### src/common/ps_access_pkg.sv
package ps_access_pkg;

    // ==========================================================
    // Widths
    // ==========================================================
    localparam int PS_WORD_W   = 24;
    localparam int DS_WORD_W   = 16;
    localparam int PS_ADDR_W   = 24;
    localparam int PAGE_W      = 8;
    localparam int EA_W        = 16;
    localparam int PC_W        = 23;
    localparam int BYTE_W      = 8;

    // ==========================================================
    // Field positions
    // ==========================================================
    localparam int PAGE_CFG_BIT = 7;
    localparam int UPPER_LSB    = 16;
    localparam int HIGH_LSB     = 8;

    // ==========================================================
    // Reset values and fills
    // ==========================================================
    localparam logic [PS_WORD_W-1:0] PS_WORD_RST = 24'h000000;
    localparam logic [DS_WORD_W-1:0] DS_WORD_RST = 16'h0000;
    localparam logic [PS_ADDR_W-1:0] PS_ADDR_RST = 24'h000000;
    localparam logic [BYTE_W-1:0]    BYTE_ZERO   = 8'h00;
    localparam logic [2:0]           LANE_NONE   = 3'h0;
    localparam logic [2:0]           LANE_LOW    = 3'h1;
    localparam logic [2:0]           LANE_HIGH   = 3'h2;
    localparam logic [2:0]           LANE_UPPER  = 3'h4;

    // ==========================================================
    // Access kinds
    // ==========================================================
    typedef enum logic [4:0] {
        ST_IDLE   = 5'h01,
        ST_FETCH  = 5'h02,
        ST_TREAD  = 5'h04,
        ST_TWRITE = 5'h08,
        ST_WINDOW = 5'h10
    } access_state_t;

endpackage : ps_access_pkg

### src/design/ps_lane_steer.sv
`timescale 1ns/100ps
`default_nettype none

// ==========================================================
// Byte/word lane steering between program and data words
// ==========================================================
module ps_lane_steer
(
    // Selection
    input  wire logic        i_upper,
    input  wire logic        i_byte,
    input  wire logic        i_odd,
    // Program word in, steered data out
    input  wire logic [23:0] i_ps_word,
    output logic      [15:0] o_ds_read,
    // Data in, lane enables out
    input  wire logic [15:0] i_ds_write,
    output logic      [23:0] o_ps_write,
    output logic      [2:0]  o_lanes
);

    always_comb
    begin
        o_ds_read  = ps_access_pkg::DS_WORD_RST;
        o_ps_write = ps_access_pkg::PS_WORD_RST;
        o_lanes    = ps_access_pkg::LANE_NONE;
        if (i_upper)
        begin
            // Upper byte sits alone; odd address reads phantom zero
            o_ds_read = i_odd ? ps_access_pkg::DS_WORD_RST
                : {ps_access_pkg::BYTE_ZERO,
                   i_ps_word[ps_access_pkg::UPPER_LSB +: 8]};
            o_ps_write[ps_access_pkg::UPPER_LSB +: 8] = i_ds_write[7:0];
            o_lanes = i_odd ? ps_access_pkg::LANE_NONE
                : ps_access_pkg::LANE_UPPER;
        end
        else if (i_byte)
        begin
            o_ds_read = {ps_access_pkg::BYTE_ZERO,
                i_odd ? i_ps_word[ps_access_pkg::HIGH_LSB +: 8]
                      : i_ps_word[7:0]};
            o_ps_write[15:0] = {i_ds_write[7:0], i_ds_write[7:0]};
            o_lanes = i_odd ? ps_access_pkg::LANE_HIGH
                : ps_access_pkg::LANE_LOW;
        end
        else
        begin
            o_ds_read        = i_ps_word[15:0];
            o_ps_write[15:0] = i_ds_write;
            o_lanes          = ps_access_pkg::LANE_LOW
                             | ps_access_pkg::LANE_HIGH;
        end
    end

endmodule : ps_lane_steer

`default_nettype wire

### src/design/program_space_access.sv
`timescale 1ns/100ps
`default_nettype none

module program_space_access
(
    // Clock and reset
    input  wire logic        i_mclk,
    input  wire logic        i_reset,
    // Requests from the core (one-cycle strobes)
    input  wire logic        i_fetch,
    input  wire logic [22:0] i_pc,
    input  wire logic        i_table_read_op,
    input  wire logic        i_table_write_op,
    input  wire logic        i_table_upper,
    input  wire logic        i_table_byte,
    input  wire logic [7:0]  i_table_page_sel,
    input  wire logic [15:0] i_ea,
    input  wire logic [15:0] i_ds_wdata,
    input  wire logic        i_window_read,
    input  wire logic        i_window_write,
    input  wire logic [22:0] i_window_addr,
    // Program store port
    output logic      [23:0] o_ps_addr,
    output logic             o_ps_rd,
    output logic             o_ps_wr,
    output logic      [2:0]  o_ps_lanes,
    output logic      [23:0] o_ps_wdata,
    output logic             o_ps_cfg,
    input  wire logic [23:0] i_ps_rdata,
    // Answers to the core
    output logic      [23:0] o_instr,
    output logic             o_instr_valid,
    output logic      [15:0] o_ds_rdata,
    output logic             o_ds_valid,
    output logic             o_window_dropped
);

    // ==========================================================
    // State
    // ==========================================================
    ps_access_pkg::access_state_t state;
    ps_access_pkg::access_state_t next_state;
    logic        upper_q;
    logic        byte_q;
    logic        odd_q;
    logic [15:0] steer_rdata;
    logic [2:0]  steer_lanes;

    // Word address: bit 23 and bit 0 forced low
    function automatic logic [23:0] fetch_addr(input logic [22:0] pc);
        fetch_addr = {1'b0, pc[22:1], 1'b0};
    endfunction : fetch_addr

    // Byte address: page over effective address
    function automatic logic [23:0] table_addr(input logic [7:0]  page,
                                               input logic [15:0] ea);
        table_addr = {page, ea};
    endfunction : table_addr

    // ==========================================================
    // Request arbitration, fetch first
    // ==========================================================
    // Lower-priority requests in the same cycle are dropped
    always_comb
    begin
        next_state = ps_access_pkg::ST_IDLE;
        if (i_fetch)
            next_state = ps_access_pkg::ST_FETCH;
        else if (i_table_read_op)
            next_state = ps_access_pkg::ST_TREAD;
        else if (i_table_write_op)
            next_state = ps_access_pkg::ST_TWRITE;
        else if (i_window_read)
            next_state = ps_access_pkg::ST_WINDOW;
    end

    always_ff @(posedge i_mclk)
    begin
        if (i_reset)
            state <= ps_access_pkg::ST_IDLE;
        else
            state <= next_state;
    end

    // ==========================================================
    // Address construction
    // ==========================================================
    always_ff @(posedge i_mclk)
    begin
        if (i_reset)
        begin
            o_ps_addr <= ps_access_pkg::PS_ADDR_RST;
            o_ps_cfg  <= 1'b0;
            upper_q   <= 1'b0;
            byte_q    <= 1'b0;
            odd_q     <= 1'b0;
        end
        else
        begin
            case (next_state)
                ps_access_pkg::ST_FETCH:
                begin
                    o_ps_addr <= fetch_addr(i_pc);
                    o_ps_cfg  <= 1'b0;
                end
                ps_access_pkg::ST_TREAD,
                ps_access_pkg::ST_TWRITE:
                begin
                    o_ps_addr <= table_addr(i_table_page_sel, i_ea);
                    o_ps_cfg  <=
                        i_table_page_sel[ps_access_pkg::PAGE_CFG_BIT];
                    upper_q   <= i_table_upper;
                    byte_q    <= i_table_byte;
                    odd_q     <= i_ea[0];
                end
                ps_access_pkg::ST_WINDOW:
                begin
                    // Window reaches the low word of user space only
                    o_ps_addr <= fetch_addr(i_window_addr);
                    o_ps_cfg  <= 1'b0;
                    upper_q   <= 1'b0;
                    byte_q    <= 1'b0;
                    odd_q     <= 1'b0;
                end
                default:
                begin
                    o_ps_addr <= o_ps_addr;
                end
            endcase
        end
    end

    // ==========================================================
    // Width translation
    // ==========================================================
    ps_lane_steer ps_lane_steer_i
    (
        .i_upper    (upper_q),
        .i_byte     (byte_q),
        .i_odd      (odd_q),
        .i_ps_word  (i_ps_rdata),
        .o_ds_read  (steer_rdata),
        .i_ds_write (i_ds_wdata),
        .o_ps_write (),
        .o_lanes    (steer_lanes)
    );

    // Write data latched with the request, in step with the address
    always_ff @(posedge i_mclk)
    begin
        if (i_reset)
        begin
            o_ps_wdata <= ps_access_pkg::PS_WORD_RST;
        end
        else if (next_state == ps_access_pkg::ST_TWRITE)
        begin
            o_ps_wdata <= ps_access_pkg::PS_WORD_RST;
            if (i_table_upper)
                o_ps_wdata[ps_access_pkg::UPPER_LSB +: 8] <=
                    i_ds_wdata[7:0];
            else if (i_table_byte)
                o_ps_wdata[15:0] <= {i_ds_wdata[7:0], i_ds_wdata[7:0]};
            else
                o_ps_wdata[15:0] <= i_ds_wdata;
        end
    end

    // ==========================================================
    // Program store strobes
    // ==========================================================
    always_comb
    begin
        o_ps_rd    = (state == ps_access_pkg::ST_FETCH)
                   | (state == ps_access_pkg::ST_TREAD)
                   | (state == ps_access_pkg::ST_WINDOW);
        // Only table writes raise the write strobe; lanes shown while writing
        o_ps_wr    = (state == ps_access_pkg::ST_TWRITE);
        o_ps_lanes = o_ps_wr ? steer_lanes : ps_access_pkg::LANE_NONE;
    end

    // ==========================================================
    // Answers
    // ==========================================================
    always_ff @(posedge i_mclk)
    begin
        if (i_reset)
        begin
            o_instr          <= ps_access_pkg::PS_WORD_RST;
            o_instr_valid    <= 1'b0;
            o_ds_rdata       <= ps_access_pkg::DS_WORD_RST;
            o_ds_valid       <= 1'b0;
            o_window_dropped <= 1'b0;
        end
        else
        begin
            o_instr_valid    <= (state == ps_access_pkg::ST_FETCH);
            o_ds_valid       <= (state == ps_access_pkg::ST_TREAD)
                              | (state == ps_access_pkg::ST_WINDOW);
            // Window writes never reach the store, only flagged
            o_window_dropped <= i_window_write;
            if (state == ps_access_pkg::ST_FETCH)
                o_instr <= i_ps_rdata;
            if (state == ps_access_pkg::ST_TREAD)
                o_ds_rdata <= steer_rdata;
            else if (state == ps_access_pkg::ST_WINDOW)
                o_ds_rdata <= i_ps_rdata[15:0];
        end
    end

endmodule : program_space_access

`default_nettype wire

### config.mk
export PLATFORM = sky130hd
export DESIGN_NAME = program_space_access
export DESIGN_NICKNAME = d
export VERILOG_FILES = /design/src/common/ps_access_pkg.sv /design/src/design/ps_lane_steer.sv /design/src/design/program_space_access.sv
export SDC_FILE = /design/constraint.sdc
export NUM_CORES = 1
export LEC_CHECK = 0
export ABC_CLOCK_PERIOD_IN_PS = 1250
export BUFFER_PORTS_ARGS = -buffer_cell sky130_fd_sc_hd__buf_4
export CAP_MARGIN = 5
export CORE_ASPECT_RATIO = 0.7
export CORE_MARGIN = 2
export CORE_UTILIZATION = 41
export CTS_CLUSTER_SIZE = 16
export DETAILED_ROUTE_END_ITERATION = 8
export GPL_ROUTABILITY_DRIVEN = 0
export HOLD_SLACK_MARGIN = 0.1
export PLACE_DENSITY = 0.83
export SLEW_MARGIN = 30
export SYNTH_ARGS = -nofsm -noshare
export SYNTH_HDL_FRONTEND = slang
export SYNTH_SLANG_ARGS = --single-unit
### constraint.sdc
create_clock -name i_mclk -period 1.25 [get_ports i_mclk]
set_input_delay 0.125 -clock i_mclk [delete_from_list [all_inputs] [get_ports i_mclk]]
set_output_delay 0.125 -clock i_mclk [all_outputs]
set_load 0.005 [all_outputs]
### Yosys cells after proc, flatten, opt, wreduce, memory -nomap -nowiden

Index checks and enable logic that the tools add are counted.

| storage, ports and cells | value |
|---|---|
| register bits | 100 |
| bits of input ports | 119 |
| output and inout bits | 97 |
| logic and storage cells | 52 |

| operators by class | value |
|---|---|
| equality and inequality tests | 8 |
| multiplexer cells | 23 |
| bitwise operators | 3 |
| reduce and logical (&&, ||, !) cells | 6 |

Operators by type and width:

| operator | count |
|---|---|
| $mux W16 | 6 |
| $pmux W24 S3 | 1 |
| $mux W8 | 3 |
| $mux W5 | 4 |
| $mux W3 | 4 |
| $eq A5 B2 Y1 const B | 2 |
| $eq A5 B3 Y1 const B | 2 |
| $eq A5 B4 Y1 const B | 2 |
| $eq A5 B5 Y1 const B | 2 |
| $pmux W1 S2 | 4 |
| $reduce_bool A2 Y1 | 3 |
| $reduce_or A2 Y1 | 2 |
| $or A1 B1 Y1 | 3 |
| $reduce_bool A3 Y1 | 1 |
| $mux W2 | 1 |

### Depth between registers and ports, before layout

Gate-level depths: netlist (run 1).

| logic depth | value |
|---|---|
| depth after elaboration | 7 |
| mapped depth | 7 |
| mapped depth without buffers | 4 |

### Cells and area by module

A second synthesis (run 1) with hierarchy kept.

| second synthesis, totals | value |
|---|---|
| cells, all modules | 570 |
| area, all modules | 5076.1 um^2 |

Modules (own cells, without submodules):

| module | instances | cells each | area each (um^2) | sequential area each (um^2) |
|---|---|---|---|---|
| program_space_access | 1 | 482 | 4420.5 | 2001.9 |
| ps_lane_steer | 1 | 88 | 655.6 | 0.0 |

### Worst setup path after synthesis (run 1)

Ideal clock, no wire load.

| timing | value |
|---|---|
| kind | input port to flip-flop |
| from | in i_fetch |
| to | reg o_ps_addr[10] |
| setup time | 0.134 ns |
| arrival | 1.187 ns |
| required time | 1.116 ns |
| path slack | -0.071 ns |
| stages | 6 |
| cell sequence | buf_2 -> or4_1 -> clkbuf_1 -> buf_2 -> nor2_1 -> a211oi_1 |

| on the way | value |
|---|---|
| cells in the longest elaborated chain, start to end | 4 |
| elaborated cells on any way between the ends | 8 |

RTL lines:

| item | RTL line | source |
|---|---|---|
| start, declared | program_space_access.sv:10 | `input wire logic i_fetch,` |
| $mux W5 (*) | program_space_access.sv:67 | `if (i_fetch)` |
| $eq A5 B4 Y1 / $eq A5 B3 Y1 (equally long branches) | program_space_access.sv:100 | `case (next_state)` |
| $reduce_or A2 Y1 | program_space_access.sv:100 |  |
| $pmux W24 S3 / $reduce_bool A3 Y1 (equally long branches) | -- |  |
| end signal, assigned | program_space_access.sv:103 | `o_ps_addr <= fetch_addr(i_pc);` |
| end signal, assigned | program_space_access.sv:109 | `o_ps_addr <= table_addr(i_table_page_sel, i_ea);` |
| end signal, assigned | program_space_access.sv:119 | `o_ps_addr <= fetch_addr(i_window_addr);` |
| end, declared | program_space_access.sv:23 | `output logic [23:0] o_ps_addr,` |

Mark *: on every way between the ends. The rest lies on a longest branch, timed or not.
A chain may end at the register's enable or synchronous reset.

### Worst setup path after layout (run 1)

| timing | value |
|---|---|
| from | reg state[0] |
| to | out o_ps_lanes[1] |

| on the way | value |
|---|---|
| cells in the longest elaborated chain, start to end | 2 |

RTL lines:

| item | RTL line | source |
|---|---|---|
| start, declared | program_space_access.sv:41 | `ps_access_pkg::access_state_t state;` |
| start signal, assigned | program_space_access.sv:80 | `state <= ps_access_pkg::ST_IDLE;` |
| start signal, assigned | program_space_access.sv:82 | `state <= next_state;` |
| $eq A5 B4 Y1 | program_space_access.sv:177 | `o_ps_wr = (state == ps_access_pkg::ST_TWRITE);` |
| $mux W3 | program_space_access.sv:178 | `o_ps_lanes = o_ps_wr ? steer_lanes : ps_access_pkg::LANE_NONE;` |
| end, declared | program_space_access.sv:26 | `output logic [2:0] o_ps_lanes,` |

Every way passes these cells.

==> results.txt, run 1 <==
The number of nets in the synthesized netlist is 669. For this block, the via count after detailed routing is 5276. The floorplan has 31 rows. Once the floorplan was initialized, standard cells occupied 41.9% of the core. The flow ran to the end, but the final reports show violations. The worst setup margin is -0.221 ns.

The logs give 25100 um for the wire length of the first global-routing pass and 2 for the deepest clock path buffer count. The logs give 0 for the number of nets still failing antenna checks after routing and 3 for the deepest level of the CTS H-tree. After synthesis the netlist holds a flip-flop and latch count of 100.

The layout net count came out at 945. The logs give 0 for the remaining global-route overflow and 0.00870 ns for the worst clock skew. In the layout the commonest cells are buf_4 (236), nand2_1 (97), dfxtp_1 (93), nor2_1 (67), dlygate4sd3_1 (57).

For this run, the number of standard cells in the final layout without fillers is 962. Die area: 11400 um2. The tree is rooted in a clkbuf_16.

Number of buffers created by CTS: 9. Synthesis produced a netlist whose cell count is 550. The tools report the length of the first detailed-routing pass in iterations as 5. The routed length per placed instance is 17.6 um, and the overall die width is 127 um. Derived from the worst setup path, the maximum achievable clock frequency is 0.680 GHz.

At the worst endpoint, the required time is 1.12 ns. The worst setup path is captured at an output port. The actual transition at the worst max-transition pin works out to 0.431 ns.

The run gives 0 as the final-report max-slew violation count. The critical setup path kind was reg2out. Sequential elements use 46.3% of the synthesized area. The run gives 3.44 nW as the leakage dissipation. The final critical-path share of the clock period was 118%; the placed wire-length estimate was 10100 um.

The peak fanout along the critical path is 4, and the hold path depth is 3. The logs give 873 for the number of placed instances, taps included and 46 for the setup-violating endpoint count in the final report. For this run, the share of the core covered by cells in the final layout is 73.3%.

The via count of the first global-routing pass came out at 5198. For this design the ratio of total power to cell area is 1030 nW/um2. In this run, the number of DRC markers left after iteration 0 of detailed routing was 405. Headroom to the max-slew limit came out at 71.3%.

The cell area that synthesis handed to floorplanning was 4330 um2. The run gives 0 as the number of antenna violations at the first check in global routing. The number of clock sinks was 100. 216 I/O pins were placed. The tools report the met3 usage in global routing as 7.74%.

TritonCTS built the clock tree. The floorplan step set the die height to 89.9 um. Synthesis instantiated 32 different standard cells from the library.

The final reports fail on negative setup slack. The ratio of cells with drive above 1 in the final layout is 40.4%, and the max capacitance violation total is 0. The worst register-to-register path has a depth of 6.

The library cell used most frequently in the layout, excluding fill and tap cells, is buf_4. The run gives -0.118 ns as the minimum setup slack after placement. Yosys printed 0 warnings. Setup repair after global routing could not meet its margin everywhere. The kind of path behind the tightest hold check was in2reg. The total length of routed wires was 17000 um. The global routing stage identified its most utilized layer as met2. For the worst-skew pair, the clock arrives at the later sink with an insertion delay of 0.34 ns. The worst setup path is launched from a flip-flop. After clock tree synthesis, the clock-pin slew on the worst setup and hold paths is 0.07 ns. Counting the fill cells in the layout gives 668.

The region available for standard cell placement spans 10300 um2. Area overhead of the layout relative to synthesis: 74.9%. Buffers placed on the I/O ports in this run total 213. The number of remaining DRC errors was 0.

At the worst endpoint, the arrival time is 1.35 ns. The number of antenna diodes is 0, and the hold violation count in the final report is 0. In the global route stage, overall resource usage came out at 27.4%.

In the synthesized netlist the dominant register cell turns out to be dfxtp_1. The clock period minus worst slack came out at 1.47 ns. In the synthesized netlist the async set-or-reset flop fraction comes to 0%. Counting flops with a built-in enable in the synthesized netlist gives 0. After detailed routing, the number of vias per cell comes to 5.48.

In the global route stage, met1 resource usage came out at 31.4%. Entering global routing, the biggest net connects 45 pins. IR analysis of the VDD net gives a maximum drop of 0.713 mV. The mean post-synth cell area was 7.86 um2; the global-route met2 utilization was 47.8%.
## routing by layer
layer  share of wire (%)  routed length, um
met4                 3.9                665
met2                  49               8320
met1                  38               6420
met3                 9.1               1550
met5                   0                  0
## final cells by class
class	count	area (um2)	share of cell area, %
Multi-Input combinational cell	379	2290	30.3
Clock inverter	5	86.3	1.14
Tap cell	132	165	2.18
Sequential cell	100	2020	26.7
Clock buffer	10	229	3.03
Timing Repair Buffer	313	2690	35.6
Inverter	23	86.3	1.14
## kinds of logic (layout without fill, tap and decap cells)
logic type / Yosys count / after routing / share of synthesized area [%]
buffers and inverters: 71 / 351 / 7.26
AO/OA/AOI/OAI: 132 / 132 / 20.7
AND/OR/NAND/NOR: 238 / 238 / 23.7
multiplexers: 8 / 8 / 1.85
XOR/XNOR: 1 / 1 / 0.203
flip-flops: 100 / 100 / 46.3
## synthesized netlist by cell type, types with 10 or more instances
master	n	area share, %
a311o_1	22	5.1
nor2_1	71	6.2
clkbuf_1	30	2.6
nor3_1	10	1.2
buf_2	14	1.6
nand3_1	10	1.2
inv_1	23	2.0
a211oi_1	30	5.2
a21oi_1	60	6.9
dfxtp_1	100	46
nand2_1	118	10
## worst max-delay path, stage by stage, from the launching register on
cell and delay [ns]:
dfxtp_2 0.34, buf_6 0.13, nor2_4 0.11, nand3_4 0.12
nor3_4 0.17, buf_6 0.14
## repair_timing
action	CTS	global route
setup buffers	10	4
endpoints found under the hold margin	72	0
endpoints found under the setup margin	39	46
pin swaps	8	16
hold buffers	57	0
gates resized for setup	49	56
gates cloned	1	2
## final timing paths
path                          to  slack [ns]           from
setup / recovery   o_ps_lanes[1]       -0.22       state[0]
hold / removal    o_ps_wdata[16]        0.18  i_table_upper
setup reg to reg   o_ds_rdata[0]       -0.20       state[3]
hold reg to reg       o_instr[7]        0.46     o_instr[7]
## report_power, final
part           switching, mW  internal (mW)
sequential            0.0830           3.31
clock                   1.22           1.76
combinational          0.620          0.785
## per-stage QoR
step,TNS (ns),hold WS (ns),cell area (um2),power [mW]
after global routing,-7.48,0.190,7560,8.05
after detailed placement,-2.41,0.345,6140,4.54
after floorplan,-0.0863,0.253,4360,3.91
after CTS,-2.87,0.152,7290,7.69
after global placement,-1.20,0.339,6140,4.51
final,-5.49,0.178,7560,7.77
## registers in the layout (all words and copies together) (netlist names)
register,cells
o_instr_valid,1
o_instr,24
upper_q,1
o_ds_rdata,16
state,5
o_window_dropped,1
odd_q,1
o_ds_valid,1
byte_q,1
o_ps_addr,24
o_ps_wdata,24
o_ps_cfg,1
No activity file was read; power rests on OpenSTA's default activity.
==> inputs of run 2 (changes only) <==
- TNS_END_PERCENT: not set -> 50
==> results.txt, run 2 (synthesized netlist as in run 1, its figures left out) <==
The run gives 31 as the number of rows created at floorplan. Relative to the synthesized area, the layout overhead comes to 71.7%. The first detailed-routing pass took 5 iterations. The run gives 45 as the setup-violating endpoint count in the final report. Summed over all nets, the half-perimeter wirelength after detailed placement is 10200 um. In this run the remaining antenna-violating nets after routing total 0. The source of the critical timing path is odd_q.

The largest registers in the layout are o_instr x24, o_ps_addr x24, o_ps_wdata x24. For the number of antenna violations at the first check in global routing, the log shows 0. In the final routed layout, each cell accounts on average for 17.6 um.

The starting density of the core was 41.9%. After detailed routing, the number of remaining DRC violations is 0. The final-report max-slew violation count came out at 0. TritonCTS built the clock tree.

The run gives -0.270 ns as the worst setup margin. The floorplan step set the die height to 89.9 um. The tools report the type of origin of the critical path as a flip-flop. Setup repair after global routing could not meet its margin everywhere.

In the layout the commonest cells are buf_4 (231), nand2_1 (110), dfxtp_1 (93), nor2_1 (68), dlygate4sd3_1 (57). The die covers 11400 um2. The tools report the wire length of the first global-routing pass as 26300 um. The clock reaches the later pin of the worst-skew pair after 0.34 ns. The clock period minus worst slack was 1.52 ns; the overall die width was 127 um.

For the pin with the worst max-slew slack, the measured transition is 0.436 ns. The clock-pin slew reported for the worst setup and hold paths after clock tree synthesis was 0.07 ns. For the global router's overall resource usage, the log shows 28.5%. For this block, the initial DRC count from the detailed router was 376. The count of buffers inserted at the top-level ports came out at 213. Beginning of the worst register-to-register path: state[1]. The worst setup path is captured at an output port.

In this run the critical register-to-register path is captured at o_ds_rdata[6]. The highest clock rate is 0.658 GHz, and the total I/O pin count is 216. Register-to-register setup slack: -0.21 ns.

Along the worst path, the maximum fanout reaches 9. The critical path ends at o_ps_lanes[1]. The number of buffers created by CTS is 9. For the hold violation count in the final report, the log shows 0.

The critical setup path kind was reg2out. The number of cells on the worst reg-to-reg path was 6. The tools report the number of antenna diodes as 0. For the worst slew slack as a fraction of its limit, the log shows 70.9%.

The worst hold slack across all endpoints is 0.151 ns, and the areal power density over the cells is 1070 nW/um2. In the routed layout, each cell is associated on average with a via count of 5.39. The checks that failed: negative setup slack. The kind of path behind the tightest hold check is in2reg.

Pin count of the biggest net entering global routing: 46. The layout net count is 940. In this run the deepest clock path goes through 2 buffers. The detailed router placed 5159 vias in this run.

For the worst clock skew, the log shows 0.00420 ns. The logs give 3 for the deepest level of the CTS H-tree and 0 for the max capacitance violation total. The logs give 16800 um for the total length of routed wires and 0 for the remaining global-route overflow. OpenSTA, run right after detailed placement, puts the worst setup slack at -0.117 ns. The flow ran to the end, but the final reports show violations.

The core region is 10300 um2. VDD sags by at most 0.675 mV. Commonest non-fill, non-tap cell in the layout: buf_4. The analysis attributes to cell leakage a power of 3.32 nW. Clock tree synthesis selected as its root buffer the cell clkbuf_16. The final critical-path share of the clock period works out to 122%.

Cells with a size suffix above 1 make up 37.7% of the layout. The data arrival time of the critical path was 1.39 ns. The layout filler cell count is 738. The worst hold path begins at i_reset.

The clock net in this run drives a total of 100 sinks. STA puts the critical path data required time at 1.12 ns. The via count of the first global-routing pass came out at 5280.
run 2: stage by stage:
step	instances	TNS (ns)	power, mW	cell area (um2)	util, %
6_report	958	-5.01	7.97	7430	72.0
5_1_grt	958	-7.13	8.27	7430	72.0
4_1_cts	956	-1.57	7.94	7320	71.0
3_5_place_dp	874	-2.47	4.55	6150	59.6
3_3_place_gp	874	-1.30	4.52	6150	59.6
2_1_floorplan	550	-0.106	3.91	4350	-
run 2: cell type report:
cell class                 count  area [um2]  share of cell area, %
tap                          132         165                   2.22
timing repair buffer         308        2630                   35.3
multi-input combinational    379        2190                   29.5
clock inverter                 5         109                   1.47
sequential                   100        2020                   27.2
clock buffer                  11         233                   3.13
inverter                      23        86.3                   1.16
run 2: report_power, final:
group          switching, mW  internal, mW  leakage, nW
clock                   1.23          1.97        0.162
combinational          0.605         0.770         2.34
sequential            0.0852          3.31        0.820
total                   1.92          6.05         3.32
run 2: layer usage:
layer	GRT usage, %	part of all wire, %	vias to the layer above	wire, um
li1	-	-	2405	-
met1	33.4	38	2406	6440
met2	48.7	49	281	8300
met3	8.10	8.1	67	1360
met4	12.5	4.4	0	748
met5	0	0	-	0
run 2: worst min path at each step:
stage	depth (start not counted)	end	slack [ns]
floorplan	1	o_window_dropped	0.25
global placement	2	o_window_dropped	0.34
detailed placement	2	o_window_dropped	0.34
CTS	2	upper_q	0.15
global route	2	upper_q	0.14
finish	2	upper_q	0.15
run 2: worst max-delay path, cell delays in order, from the launching register on:
cell and delay, ns:
dfxtp_2 0.34, buf_4 0.17, nor2b_1 0.31, nor3_4 0.09, buf_4 0.15
run 2: timing repair:
action / in CTS / in global routing
gates resized for setup: 57 / 19
pin swaps: 5 / 4
setup endpoints to repair: 22 / 46
gates cloned: 1 / 1
endpoints found under the hold margin: 73 / 0
hold buffers: 57 / 0
buffers inserted: 8 / 1
==> inputs of run 3 (changes only) <==
- ABC_CLOCK_PERIOD_IN_PS: 1250 -> 1600
- CORE_UTILIZATION: 41 -> 46
- PLACE_DENSITY: 0.83 -> 0.87
- clock period: 1.25 -> 1.6 ns (I/O delays scaled with it)
==> results.txt, run 3 (synthesized netlist as in run 1, its figures left out) <==
The flow ran to the end, and the final reports show no timing, DRC or antenna violations. Counting buffers and inverters, the worst setup path is 5 cells deep. The tools report the initial detailed-routing violation count as 402. Clock tree root buffer cell: clkbuf_16.

The peak fanout along the critical path works out to 26. The clock tree synthesis step divided the H-tree into 3 levels. The via count is 5019. Using the TritonRoute via totals, the vias-per-cell ratio works out to 5.44.

Broken down by cell family, the worst path's largest delay share belongs to flip-flops. Headroom to the max-slew limit came out at 62.6%. Leaving out fill and tap cells, the most frequent cells in the layout are buf_4 (228), nand2_1 (117), dfxtp_1 (96), nor2_1 (70), a21oi_1 (60). The floorplan has 29 rows.

The total I/O pin count is 216, and the minimum setup slack after placement is 0.114 ns. The clock-pin slew reported for the worst setup and hold paths after clock tree synthesis is 0.07 ns, and the final critical-path share of the clock period is 98.1%. The die area is 10200 um2, and the ratio of cells with drive above 1 in the final layout is 32.8%.

The first detailed-routing pass took 5 iterations. In the final routed layout, each cell accounts on average for 16.5 um. The worst register-to-register path begins at state[1]. For the final database, setup skew stands at 0.00952 ns.

The number of clock sinks was 100. After detailed routing, the total wire length is 15200 um. The clock network is responsible for 37.0% of the overall power.

The endpoint of the worst register-to-register path is o_ds_rdata[15]. The critical path's slowest cell is dfxtp_1. The overall die width was 120 um. The count of buffers inserted at the top-level ports was 213. The worst hold path belongs to the class in2reg.

The logs give 0.637 GHz for the highest clock rate and 0 for the number of remaining DRC errors. Cell internal power was estimated by the tool at 4.24 mW. Number of buffers created by CTS: 9.

Across the run, the number of max-cap violations was 0. The floorplan die height was 85.1 um; the sum of buffers and inverters on the critical path was 2. The most critical setup path has its endpoint at o_ps_rd.

Wire length of the first global-routing pass: 24400 um. STA classifies the critical path endpoint as an output port. The run gives 1.44 ns as the worst endpoint required time.

The number of cells on the worst reg-to-reg path is 4. STA puts the critical path data arrival time at 1.41 ns. The power share of the combinational group came out at 16.7%. The final-report max-slew violation count is 0. The tools report the register-to-register setup slack as 0.11 ns.

After the last flow step, the layout net total stands at 912. For the switching power, the log shows 1.48 mW. Core occupancy in the finished layout: 75.1%. The via count of the first global-routing pass was 5055; the global router's overall resource usage was 29.8%.

The source of the critical timing path is state[3]. The initial utilization of the core area, before any placement, comes to 47.5%. The worst-case vdd ir drop was 0.771 mV. The run gives 923 as the final standard cell count with taps included and fillers excluded. The remaining global-route overflow is 0. For this run, the slowest stage of the critical path takes 0.41 ns. For this design the ratio of total power to cell area is 837 nW/um2. After floorplanning, the core was sized to cover 9110 um2.

The switching share of power came out at 25.9%. Traced cell by cell, the critical path runs through nor2_1, nand3_1, buf_8, nand2_1, buf_4. For the pin with the worst max-slew slack, the measured transition is 0.556 ns. The library cell used most frequently in the layout, excluding fill and tap cells, is buf_4. Setup repair after global routing could not meet its margin everywhere. The area overhead of the layout relative to synthesis is 58.2%, and the source-to-sink clock delay at the later pin of the worst-skew pair is 0.34 ns. The hold violation count in the final report is 0. Critical setup path kind: reg2out. Once placement completed, the tool counted placed cells totaling 857. The run gives 0 as the number of nets still failing antenna checks after routing. The routed design could run at a clock period as short as 1.57 ns. Sequential cells account for 46.3% of the total power.

For the pin count of the biggest net entering global routing, the log shows 45. Post-CTS timing repair inserted 0 buffers for setup. In this run the static leakage power is 3.08 nW.

The clock passes through at most 2 buffers. In the final layout, the registers with the most flip-flops are o_instr x24, o_ps_addr x24, o_ps_wdata x24. The number of antenna violations at the first check in global routing came out at 0. Setup violations remaining at the end of the flow were counted as 0. The run gives 0.0305 ns as the worst setup margin.

The worst setup path is launched from a flip-flop. TritonCTS built the clock tree. Hold is met by 0.117 ns. Detailed placement finished with a half-perimeter wire length of 10100 um.
## run 3: cell count changes in the layout (fill, tap and decap cells not counted), sizes merged
cell	before	now
diode	0	1
bufinv	3	0
dlygate4sd3	57	49
clkbuf	12	10
inv	24	26
clkinv	0	2
buf	250	231
## run 3: cell type report
class / count / area (um2)
fillers: 606 / 2270
repair buffers: 280 / 2260
multi-input cells: 379 / 2040
flip-flops and latches: 100 / 2010
clock buffers: 10 / 239
well taps: 124 / 155
inverters: 23 / 86.3
clock inverters: 6 / 53.8
diodes: 1 / 2.50
## run 3: power by group through the flow
stage | sequential [mW] | clock [mW] | combinational, mW
6_report | 2.65 | 2.12 | 0.955
5_1_grt | 2.66 | 2.26 | 1.03
4_1_cts | 2.64 | 2.15 | 0.931
3_5_place_dp | 2.70 | 0 | 0.828
3_3_place_gp | 2.70 | 0 | 0.802
2_1_floorplan | 2.70 | 0 | 0.351
## run 3: repair_timing
action | in CTS | in global routing
endpoints found under the hold margin | 57 | 0
hold buffers | 49 | 0
endpoints found under the setup margin | 2 | 19
gates resized for setup | 4 | 10
## run 3: worst reg2reg max path: stages, from the launching register on
cell and delay, ns:
dfxtp_1 0.36, nor3_4 0.29, and3b_2 0.32, a21o_1 0.30, a21oi_1 0.11
## run 3: layer usage
| layer | vias up | part of all wire [%] | track usage [%] |
|---|---|---|---|
| li1 | 2353 | - | - |
| met1 | 2314 | 39 | 34.1 |
| met2 | 285 | 48 | 51.8 |
| met3 | 67 | 9.0 | 8.47 |
| met4 | 0 | 4.0 | 13.9 |
| met5 | - | 0 | 0 |
## run 3: metrics by stage
stage	area, um2	setup TNS [ns]	power, mW
6_report	6840	0	5.73
5_1_grt	6840	-0.0245	5.95
4_1_cts	6810	-0.000302	5.72
3_5_place_dp	6010	0	3.53
3_3_place_gp	6010	0	3.50
2_1_floorplan	4330	0	3.05
## run 3: how the worst min path moves through the flow
stage | startpoint | to | slack, ns | depth (start not counted)
after floorplan | i_window_write | o_window_dropped | 0.29 | 1
after global placement | i_window_write | o_window_dropped | 0.37 | 2
after detailed placement | i_window_write | o_window_dropped | 0.39 | 2
after CTS | i_ea[0] | odd_q | 0.10 | 3
after global routing | i_table_read_op | state[2] | 0.11 | 2
final | i_table_read_op | state[2] | 0.12 | 2
